**src/dma_chan_pkg.sv**
```systemverilog
// Shared constants and state types of the DMA channel address and count block
package dma_chan_pkg;
   localparam int AXI_AW = 12;
   localparam int DATA_W = 32;
   localparam int FIFO_DEPTH = 8;
   localparam logic [11:0] OFS_CONFIG = 12'h044;
   localparam logic [11:0] OFS_COUNT = 12'h048;
   localparam logic [11:0] OFS_PERIPH = 12'h04C;
   localparam logic [11:0] OFS_MEM = 12'h050;
   localparam int CFG_EN = 0;
   localparam int CFG_DIR = 4;
   localparam int CFG_CYCLIC = 5;
   localparam int CFG_PINC = 6;
   localparam int CFG_MINC = 7;
   localparam int CFG_PW_LSB = 8;
   localparam int CFG_MW_LSB = 10;
   localparam logic [31:0] CFG_MASK = 32'h0000_0FF1;
   localparam logic [31:0] RESET_WORD = 32'h0000_0000;
   localparam logic [15:0] RESET_COUNT = 16'h0000;
   localparam logic [15:0] COUNT_ONE = 16'h0001;
   localparam logic [1:0] WIDTH_BYTE = 2'b00;
   localparam logic [1:0] WIDTH_HALF = 2'b01;
   localparam logic [1:0] WIDTH_WORD = 2'b10;
   localparam logic [1:0] RESP_OKAY = 2'b00;
   localparam logic [1:0] RESP_SLVERR = 2'b10;

   typedef struct packed {
      logic [31:0] addr;
      logic [1:0] width;
   } xfer_req_t;

   typedef struct packed {
      logic [31:0] cfg;
      logic [31:0] periph;
      logic [31:0] mem;
      logic [15:0] count;
      logic [15:0] reload;
      logic [15:0] readsLeft;
      logic [31:0] srcPtr;
      logic [31:0] dstPtr;
      logic awHeld;
      logic wHeld;
      logic [11:0] awAddr;
      logic [31:0] wData;
      logic [3:0] wStrb;
      logic bValid;
      logic [1:0] bResp;
      logic rValid;
      logic [1:0] rResp;
      logic [31:0] rData;
   } chan_t;
endpackage

```
**src/dma_channel_address_count.sv**
```systemverilog
// Data FIFO and the DMA channel with its address pointers and transfer counter
`timescale 1ns/100ps
`default_nettype none

module fifo_buffer #(
   parameter int WIDTH = 32,
   parameter int DEPTH = 8
) (
   input wire logic clock,
   input wire logic rst,
   input wire logic flush,
   input wire logic inValid,
   output logic inReady,
   input wire logic [WIDTH-1:0] inData,
   output logic outValid,
   input wire logic outReady,
   output logic [WIDTH-1:0] outData
);
   localparam int PW = $clog2(DEPTH);
   typedef struct packed {
      logic [DEPTH-1:0][WIDTH-1:0] mem;
      logic [PW-1:0] wp;
      logic [PW-1:0] rp;
      logic [PW:0] cnt;
   } fifo_t;
   fifo_t s_q;
   fifo_t s_d;
   logic push;
   logic pop;

   function automatic logic [PW-1:0] bump(input logic [PW-1:0] p);
      bump = (p == PW'(DEPTH - 1)) ? '0 : p + 1'b1;
   endfunction

   assign inReady = (s_q.cnt != (PW+1)'(DEPTH)) && !flush;
   assign outValid = (s_q.cnt != '0) && !flush;
   assign outData = s_q.mem[s_q.rp];
   assign push = inValid && inReady;
   assign pop = outValid && outReady;

   always_comb
   begin
      s_d = s_q;
      if (flush)
      begin
         s_d.wp = '0;
         s_d.rp = '0;
         s_d.cnt = '0;
      end
      else
      begin
         if (push)
         begin
            s_d.mem[s_q.wp] = inData;
            s_d.wp = bump(s_q.wp);
         end
         if (pop)
         begin
            s_d.rp = bump(s_q.rp);
         end
         s_d.cnt = s_q.cnt + (PW+1)'(push) - (PW+1)'(pop);
      end
   end

   always_ff @(posedge clock)
   begin
      if (rst)
      begin
         s_q <= '0;
      end
      else
      begin
         s_q <= s_d;
      end
   end
endmodule // fifo_buffer

module dma_channel_address_count
   import dma_chan_pkg::*;
(
   input wire logic clock,
   input wire logic rst,
   input wire logic awvalid,
   output logic awready,
   input wire logic [AXI_AW-1:0] awaddr,
   input wire logic wvalid,
   output logic wready,
   input wire logic [31:0] wdata,
   input wire logic [3:0] wstrb,
   output logic bvalid,
   input wire logic bready,
   output logic [1:0] bresp,
   input wire logic arvalid,
   output logic arready,
   input wire logic [AXI_AW-1:0] araddr,
   output logic rvalid,
   input wire logic rready,
   output logic [31:0] rdata,
   output logic [1:0] rresp,
   output logic rdValid,
   input wire logic rdReady,
   output xfer_req_t rdReq,
   input wire logic rspValid,
   output logic rspReady,
   input wire logic [DATA_W-1:0] rspData,
   output logic wrValid,
   input wire logic wrReady,
   output xfer_req_t wrReq,
   output logic [DATA_W-1:0] wrData
);
   chan_t s_q;
   chan_t s_d;
   logic en;
   logic dir;
   logic cyc;
   logic [1:0] pw;
   logic [1:0] mw;
   logic [1:0] srcW;
   logic [1:0] dstW;
   logic srcInc;
   logic dstInc;
   logic fifoValid;
   logic regWrite;
   logic rdHs;
   logic wrHs;
   logic [31:0] wordIn;

   function automatic logic [31:0] alignAddr(input logic [31:0] a, input logic [1:0] w);
      // Reserved width code falls back to byte access
      if (w == WIDTH_WORD)
         alignAddr = {a[31:2], 2'b00};
      else if (w == WIDTH_HALF)
         alignAddr = {a[31:1], 1'b0};
      else
         alignAddr = a;
   endfunction

   function automatic logic [31:0] stepOf(input logic [1:0] w);
      if (w == WIDTH_WORD)
         stepOf = 32'h0000_0004;
      else if (w == WIDTH_HALF)
         stepOf = 32'h0000_0002;
      else
         stepOf = 32'h0000_0001;
   endfunction

   function automatic logic [31:0] merge(input logic [31:0] old, input logic [31:0] d,
                                         input logic [3:0] st);
      merge = old;
      for (int i = 0; i < 4; i++)
      begin
         if (st[i])
            merge[8*i +: 8] = d[8*i +: 8];
      end
   endfunction

   assign en = s_q.cfg[CFG_EN];
   assign dir = s_q.cfg[CFG_DIR];
   assign cyc = s_q.cfg[CFG_CYCLIC];
   assign pw = s_q.cfg[CFG_PW_LSB +: 2];
   assign mw = s_q.cfg[CFG_MW_LSB +: 2];
   assign srcW = dir ? mw : pw;
   assign dstW = dir ? pw : mw;
   assign srcInc = dir ? s_q.cfg[CFG_MINC] : s_q.cfg[CFG_PINC];
   assign dstInc = dir ? s_q.cfg[CFG_PINC] : s_q.cfg[CFG_MINC];

   assign awready = !s_q.awHeld && !s_q.bValid;
   assign wready = !s_q.wHeld && !s_q.bValid;
   assign bvalid = s_q.bValid;
   assign bresp = s_q.bResp;
   assign arready = !s_q.rValid;
   assign rvalid = s_q.rValid;
   assign rdata = s_q.rData;
   assign rresp = s_q.rResp;
   assign regWrite = s_q.awHeld && s_q.wHeld && !s_q.bValid;
   assign wordIn = merge(RESET_WORD, s_q.wData, s_q.wStrb);

   assign rdValid = en && (s_q.readsLeft != RESET_COUNT);
   assign wrValid = en && fifoValid && (s_q.count != RESET_COUNT);
   assign rdReq.addr = alignAddr(s_q.srcPtr, srcW);
   assign rdReq.width = srcW;
   assign wrReq.addr = alignAddr(s_q.dstPtr, dstW);
   assign wrReq.width = dstW;
   assign rdHs = rdValid && rdReady;
   assign wrHs = wrValid && wrReady;

   // Flush on disable so words left in the FIFO never reach a new block
   fifo_buffer #(
      .WIDTH(DATA_W),
      .DEPTH(FIFO_DEPTH)
   ) fifo_buffer_inst (
      .clock(clock),
      .rst(rst),
      .flush(!en),
      .inValid(rspValid),
      .inReady(rspReady),
      .inData(rspData),
      .outValid(fifoValid),
      .outReady(wrReady && en && (s_q.count != RESET_COUNT)),
      .outData(wrData)
   );

   always_comb
   begin
      s_d = s_q;
      if (en)
      begin
         if (rdHs)
         begin
            if (s_q.readsLeft == COUNT_ONE && cyc)
            begin
               s_d.readsLeft = s_q.reload;
               s_d.srcPtr = dir ? s_q.mem : s_q.periph;
            end
            else
            begin
               s_d.readsLeft = s_q.readsLeft - COUNT_ONE;
               if (srcInc)
                  s_d.srcPtr = s_q.srcPtr + stepOf(srcW);
            end
         end
         if (wrHs)
         begin
            if (s_q.count == COUNT_ONE)
            begin
               if (cyc)
               begin
                  s_d.count = s_q.reload;
                  s_d.dstPtr = dir ? s_q.periph : s_q.mem;
               end
               else
                  s_d.count = RESET_COUNT;
            end
            else
            begin
               s_d.count = s_q.count - COUNT_ONE;
               if (dstInc)
                  s_d.dstPtr = s_q.dstPtr + stepOf(dstW);
            end
         end
      end
      if (awvalid && awready)
      begin
         s_d.awHeld = 1'b1;
         s_d.awAddr = awaddr;
      end
      if (wvalid && wready)
      begin
         s_d.wHeld = 1'b1;
         s_d.wData = wdata;
         s_d.wStrb = wstrb;
      end
      if (s_q.bValid && bready)
         s_d.bValid = 1'b0;
      if (regWrite)
      begin
         s_d.awHeld = 1'b0;
         s_d.wHeld = 1'b0;
         s_d.bValid = 1'b1;
         s_d.bResp = RESP_OKAY;
         if (s_q.awAddr == OFS_CONFIG)
            s_d.cfg = merge(s_q.cfg, s_q.wData, s_q.wStrb) & CFG_MASK;
         else if (s_q.awAddr == OFS_COUNT)
         begin
            if (!en)
            begin
               s_d.count = wordIn[15:0];
               s_d.reload = wordIn[15:0];
            end
         end
         else if (s_q.awAddr == OFS_PERIPH)
            s_d.periph = merge(s_q.periph, s_q.wData, s_q.wStrb);
         else if (s_q.awAddr == OFS_MEM)
            s_d.mem = merge(s_q.mem, s_q.wData, s_q.wStrb);
         else
            s_d.bResp = RESP_SLVERR;
      end
      if (s_q.rValid && rready)
         s_d.rValid = 1'b0;
      if (arvalid && arready)
      begin
         s_d.rValid = 1'b1;
         s_d.rResp = RESP_OKAY;
         if (araddr == OFS_CONFIG)
            s_d.rData = s_q.cfg;
         else if (araddr == OFS_COUNT)
            s_d.rData = {16'h0000, s_q.count};
         else if (araddr == OFS_PERIPH)
            s_d.rData = s_q.periph;
         else if (araddr == OFS_MEM)
            s_d.rData = s_q.mem;
         else
         begin
            s_d.rData = RESET_WORD;
            s_d.rResp = RESP_SLVERR;
         end
      end
      // idle pointers track the next bases and direction
      if (!en)
      begin
         s_d.readsLeft = s_d.count;
         s_d.srcPtr = s_d.cfg[CFG_DIR] ? s_d.mem : s_d.periph;
         s_d.dstPtr = s_d.cfg[CFG_DIR] ? s_d.periph : s_d.mem;
      end
   end

   always_ff @(posedge clock)
   begin
      if (rst)
      begin
         s_q <= '0;
      end
      else
      begin
         s_q <= s_d;
      end
   end
endmodule // dma_channel_address_count

`default_nettype wire

```
**config.mk**
```make
export PLATFORM = sky130hd
export DESIGN_NAME = dma_channel_address_count
export DESIGN_NICKNAME = d
export VERILOG_FILES = /design/src/dma_chan_pkg.sv /design/src/dma_channel_address_count.sv
export SDC_FILE = /design/constraint.sdc
export NUM_CORES = 2
export LEC_CHECK = 0
export ABC_AREA = 1
export BUFFER_PORTS_ARGS = -buffer_cell sky130_fd_sc_hd__buf_2
export CORE_ASPECT_RATIO = 1.25
export CORE_MARGIN = 10
export CORE_UTILIZATION = 45
export DETAILED_ROUTE_END_ITERATION = 8
export GPL_TIMING_DRIVEN = 0
export MAX_ROUTING_LAYER = met4
export PLACE_DENSITY = 0.65
export SYNTH_ARGS = -nofsm -noshare
export SYNTH_HDL_FRONTEND = slang
export SYNTH_SLANG_ARGS = --single-unit
```
**constraint.sdc**
```tcl
create_clock -name clock -period 3.7 [get_ports clock]
set_clock_uncertainty 0.05 [all_clocks]
set_input_delay 1.11 -clock clock [delete_from_list [all_inputs] [get_ports clock]]
set_output_delay 1.11 -clock clock [all_outputs]
set_load 0.05 [all_outputs]
```
; Yosys cells after proc, flatten, opt, wreduce, memory -nomap -nowiden
; Cells that the tools add are included.
[word_totals]
ram_bits = 0
out_inout_bits = 144
mem_count = 0
mem_bits_ro = 0
latchBits = 0
ff_bits = 539
[op_classes]
n_reduce_logical = 39
shifts = 0
n_bitwise = 2
mux = 79
n_div = 0
addsub = 8
n_eq_ne = 22
magnitude_cmp = 3
multipliers = 0
[ops]
columns = op, n
row1 = two-way mux 32 bit, 28
row2 = bitwise mux 256 bit, 1
row3 = two-way mux 101 bit, 1
row4 = binary-select mux 32 bit (select 3 bit), 1
row5 = demux 32 bit (select 3 bit), 1
row6 = == test 12 x 7 -> 1 bit (second input constant), 8
row7 = two-way mux 48 bit, 2
row8 = two-way mux 96 bit, 1
row9 = two-way mux 8 bit, 10
row10 = two-way mux 80 bit, 1
row11 = adder 32 bit, 2
row12 = two-way mux 16 bit, 4
row13 = two-way mux 64 bit, 1
row14 = two-way mux 35 bit, 1
row15 = == test 16 x 1 -> 1 bit (second input constant), 2
row16 = nonzero test 16 bit, 2
row17 = subtractor 16 x 1 -> 16 bit (second input constant), 2
row18 = two-way mux 2 bit, 14
row19 = logical AND 1 bit, 22
row20 = two-way mux 3 bit, 5
row21 = two-way mux 5 bit, 2
row22 = AND reduction 3 bit, 3
row23 = < comparator 3 x 4 -> 1 bit (second input constant), 2
row24 = adder 3 x 1 -> 3 bit (second input constant), 2
row25 = other kinds (18), 35

; Longest topological paths before layout
[logic_depth]
depth_word = 13
ltp_mapped = 23

; Hierarchy
; A second synthesis with hierarchy kept.
[unflattened]
hier_cells = 5306
hier_area_um2 = 31978.2
[modules_own_cells]
columns = mod, area_each_um2, seq_area_each_um2, n_inst, cells_per_inst
row1 = dma_channel_address_count, 18780.5, 5425.2, 1, 3185
row2 = fifo_buffer, 13197.7, 5325.1, 1, 2121

; Worst setup path after synthesis
; Ideal clock, no wire load.
[synth_timing]
path_kind = reg2out
startpoint = register s_q, in the netlist dir
endpoint = output rdReq[2] in the netlist's numbering
arrival_ns = 2.948
slack_ns = -0.408
path_stages_with_launch = 9
required_time_ns = 2.540
cell_sequence = dfxtp_1 > buf_2 > buf_2 > clkbuf_1 > nand2_1 > o21ai_0 > inv_1 > ha_1 > nor3b_1
[synth_rtl]
columns = item, line
row1 = start: declaration, dma_channel_address_count.sv:111  ; chan_t s_q;
row2 = start signal: assignment, dma_channel_address_count.sv:311  ; s_q <= '0;
row3 = start signal: assignment, dma_channel_address_count.sv:315  ; s_q <= s_d;
row4 = end: declaration, dma_channel_address_count.sv:102  ; output xfer_req_t rdReq,

==> results.md <==
- Clock latency at the later pin of the worst-skew pair: 0.64 ns
- Area share of the largest cell type after synthesis: 0.358
- Remaining number of nets flagged by the antenna check after routing: 0
- Count of final hold-check violations: 0
- Highest metal layer with signal wires: met4
- Count of mapped cells out of synthesis: 4768
- Fmax achieved: about 270 MHz
- Arrival @ worst endpoint: 4.12 ns
- Area inside the core boundary: 66000 um2
- Hold-fix buffer count after cts: 0
- Post-synth EDFFs: 0
- Share of the clock period used by the worst path after layout: 0.989
- Area of the die: just under 80000 um2
- Die height: 309 um
- Setup-violating endpoint count in the final report: 0
- Type of the setup path with the least slack: in -> reg
- WL per Instance: 24.0 um
- Shortest clock period the worst path allows after layout: 3.66 ns
- Worst-case reg-to-reg path depth: 17
- Clock root buffer: clkbuf_16
- Routed WL: 142000 um
- DRC marker count from the first detailed-route iteration: 3759
- Fillcell total: between 7000 and 8000
- Final Slew Violations: 0
- Warnings, synthesis: 0
- Chip width: 251 um
- Part of the power in registers: 0.466
- Vias in the first global route: 31900
- Sort of element at the start of the critical path: primary input
- Initial core utilization: 0.455
- Drc violations: 0
- Net switching power of the design: 3.24 mW
- Run status: completed
- Largest driver fanout on the critical path: 10
- H-tree depth reported by CTS: 2
- Internal power component: 9.40 mW
- Synthesis-to-layout area growth: 14.6%
- Clock sinks: 537
- Detail-routed via count per cell: 5.64
- Number of iterations in the first detailed-routing pass: 6
- Maxcap violations: 0
- Power density over cell area: about 370 nW/um2
- Post-placement cell count: 5835
- Async S/R FF share, synth: 0
- Pin count of the biggest net entering global routing: 20
- Number of ports placed on the die boundary: 246
- Net count reported at finish: 5168
- CTS Buf Count: 57
- Final Wtd Congestion: around 1.0
- Global-route usage over all layers: 0.364
- Met3 layer wire length in the routed design: 10400 um
- Most area-hungry cell type in the Yosys netlist: dfxtp_1
- Number of library cell types mapped by synthesis: 53
- Count of non-filler cells in the finished layout: 5942
- Slew at the pin closest to its max-slew limit: 1.38 ns
- Switch share: 0.256
- Worst min-delay path category: reg -> reg
- Part of the power in combinational logic: 0.059
- Metal2 WL: 66800 um
- Syn Std Cell Area: roughly 30000 um2
- Initial antenna violation count: 7
- Maximum root-to-sink buffer count: 3
- Fraction of final layout cells with drive strength greater than 1: 0.124
- Critical path endpoint category: flip-flop
- Sequential fraction of the synthesis area: 0.358
- Clk pwr share: 0.475
- TritonCTS clock tree: built
- Static Leak: approximately 15 nW
- Number of synthesized register bits: 537
- Post-synth top flop: dfxtp_1
- Clk slew on worst S/H paths: around 0.060 ns
- Max-slew headroom at the worst pin: 0.0819
- Mean instance size in the synthesized netlist: roughly 6.3 um2
- Min-Delay Path Depth: 2
- RSZ-0062 raised after global routing: false
- Core Rows: 105
- Routed length on met1: 53900 um
- Via count: 33500
- Hpwl dp: approximately 110000 um
- Total Negative Setup Slacks: 0 ns
- Port-buffer cells: 210
- Global-route wire length before repair: 207000 um
- Post-layout utilization of the core: 0.522
- Largest voltage drop on the vdd net: 0.376 mV
- Residual overflow from global routing: 0
- Most area-consuming cells after synthesis: dfxtp_1, nor2_1, nand2_1
- Worst EP required: 4.16 ns
-- synthesized netlist by cell type (8+ instances only) --
library cell / n
clkbuf_2: 30
o22ai_1: 45
a21oi_1: 292
buf_1: 14
o21a_1: 8
o21ai_1: 54
nand3_1: 184
and2_1: 11
clkbuf_1: 201
buf_4: 101
nor2_2: 15
a31oi_1: 46
o21ai_0: 665
nand2_2: 10
xor2_1: 16
inv_1: 271
nor2_1: 1046
o211ai_1: 23
dfxtp_1: 537
a211oi_1: 9
nand3b_1: 22
nand2_1: 952
nand4_1: 20
ha_1: 25
buf_2: 52
inv_2: 12
buf_6: 10
nor3_1: 21
-- power by group through the flow --
stage,clock [mW],sequential [mW],combinational [mW]
finish,6.00,5.89,0.749
global route,6.25,5.90,0.787
CTS,6.03,5.89,0.728
detailed placement,0,6.02,0.726
global placement,0,6.02,0.725
floorplan,0,6.01,0.413
-- worst max-delay path: stages --
cell and delay, ns:
clkbuf_1 0.77, clkinv_1 0.58, clkbuf_1 0.52, clkbuf_1 0.69
nand3_1 0.34, nand2_1 0.09
-- cell type report --
| cell class | count | area, um2 | area share |
|---|---|---|---|
| antenna | 5 | 12.5 | 0.000364 |
| buffer | 405 | 2210 | 0.0644 |
| clock buffer | 79 | 1650 | 0.0479 |
| clock inverter | 23 | 258 | 0.00749 |
| inverter | 290 | 1090 | 0.0317 |
| multi-input combinational | 3534 | 16200 | 0.472 |
| sequential | 537 | 10800 | 0.313 |
| tap | 856 | 1070 | 0.0311 |
| timing repair buffer | 213 | 1130 | 0.0328 |
-- layout by cell type, fill, tap and decap left out, types with 45 or more instances in the layout --
master	count
inv_1	271
clkbuf_1	168
o21ai_1	54
o21ai_0	661
nand2_1	948
clkbuf_16	57
dfxtp_1	536
a21oi_1	292
nand3_1	184
o22ai_1	45
buf_4	120
buf_2	242
clkbuf_2	50
nor2_1	1041
-- routing by layer --
layer | global-route usage | vias up
met5 | - | -
met4 | 0.244 | 0
met3 | 0.0539 | 458
met2 | 0.610 | 1663
met1 | 0.399 | 15400
li1 | - | 16000
-- timing repair --
action,in CTS,in global routing
buffers inserted,0,3
endpoints found under the setup margin,102,52
resized for setup,82,66
pin swaps,1,3
-- flip-flops by register name, indices dropped and copies added (netlist names) --
| name | flops |
|---|---|
| bvalid | 1 |
| fifo_buffer_inst.s_q | 266 |
| rresp | 1 |
| dir | 1 |
| rdata | 32 |
| en | 1 |
| bresp | 1 |
| pw | 2 |
| s_q | 228 |
| rvalid | 1 |
| cyc | 1 |
| mw | 2 |
-- stage by stage --
step	hold slack [ns]	power, mW	setup WS (ns)	instance area (um2)
2_1_floorplan	0.383	6.42	0.0760	30000
3_5_place_dp	0.405	6.75	-1.40	32200
3_3_place_gp	0.396	6.75	-1.43	32200
4_1_cts	0.414	12.6	0.00623	34300
5_1_grt	0.428	12.9	0.00161	34400
6_report	0.416	12.6	0.0402	34400
-- worst paths after layout --
kind / start / endpoint / slack (ns)
worst max-delay path: rst / s_q[158] / 0.04
worst min-delay path: s_q[173] / s_q[173] / 0.42
worst max register to register: dir / s_q[136] / 0.14
worst min register to register: s_q[173] / s_q[173] / 0.42
-- logic make-up after synthesis --
| logic type | share of synthesized area |
|---|---|
| other | 0.000125 |
| DFF | 0.358 |
| and+or+nand+nor | 0.313 |
| AOI/OAI and AO/OA | 0.203 |
| xor gates and xnor gates | 0.00642 |
| muxes | 0.00133 |
| adders and majority gates | 0.0124 |
| buffers and inverters | 0.106 |
(Power assumes the default switching activity.)
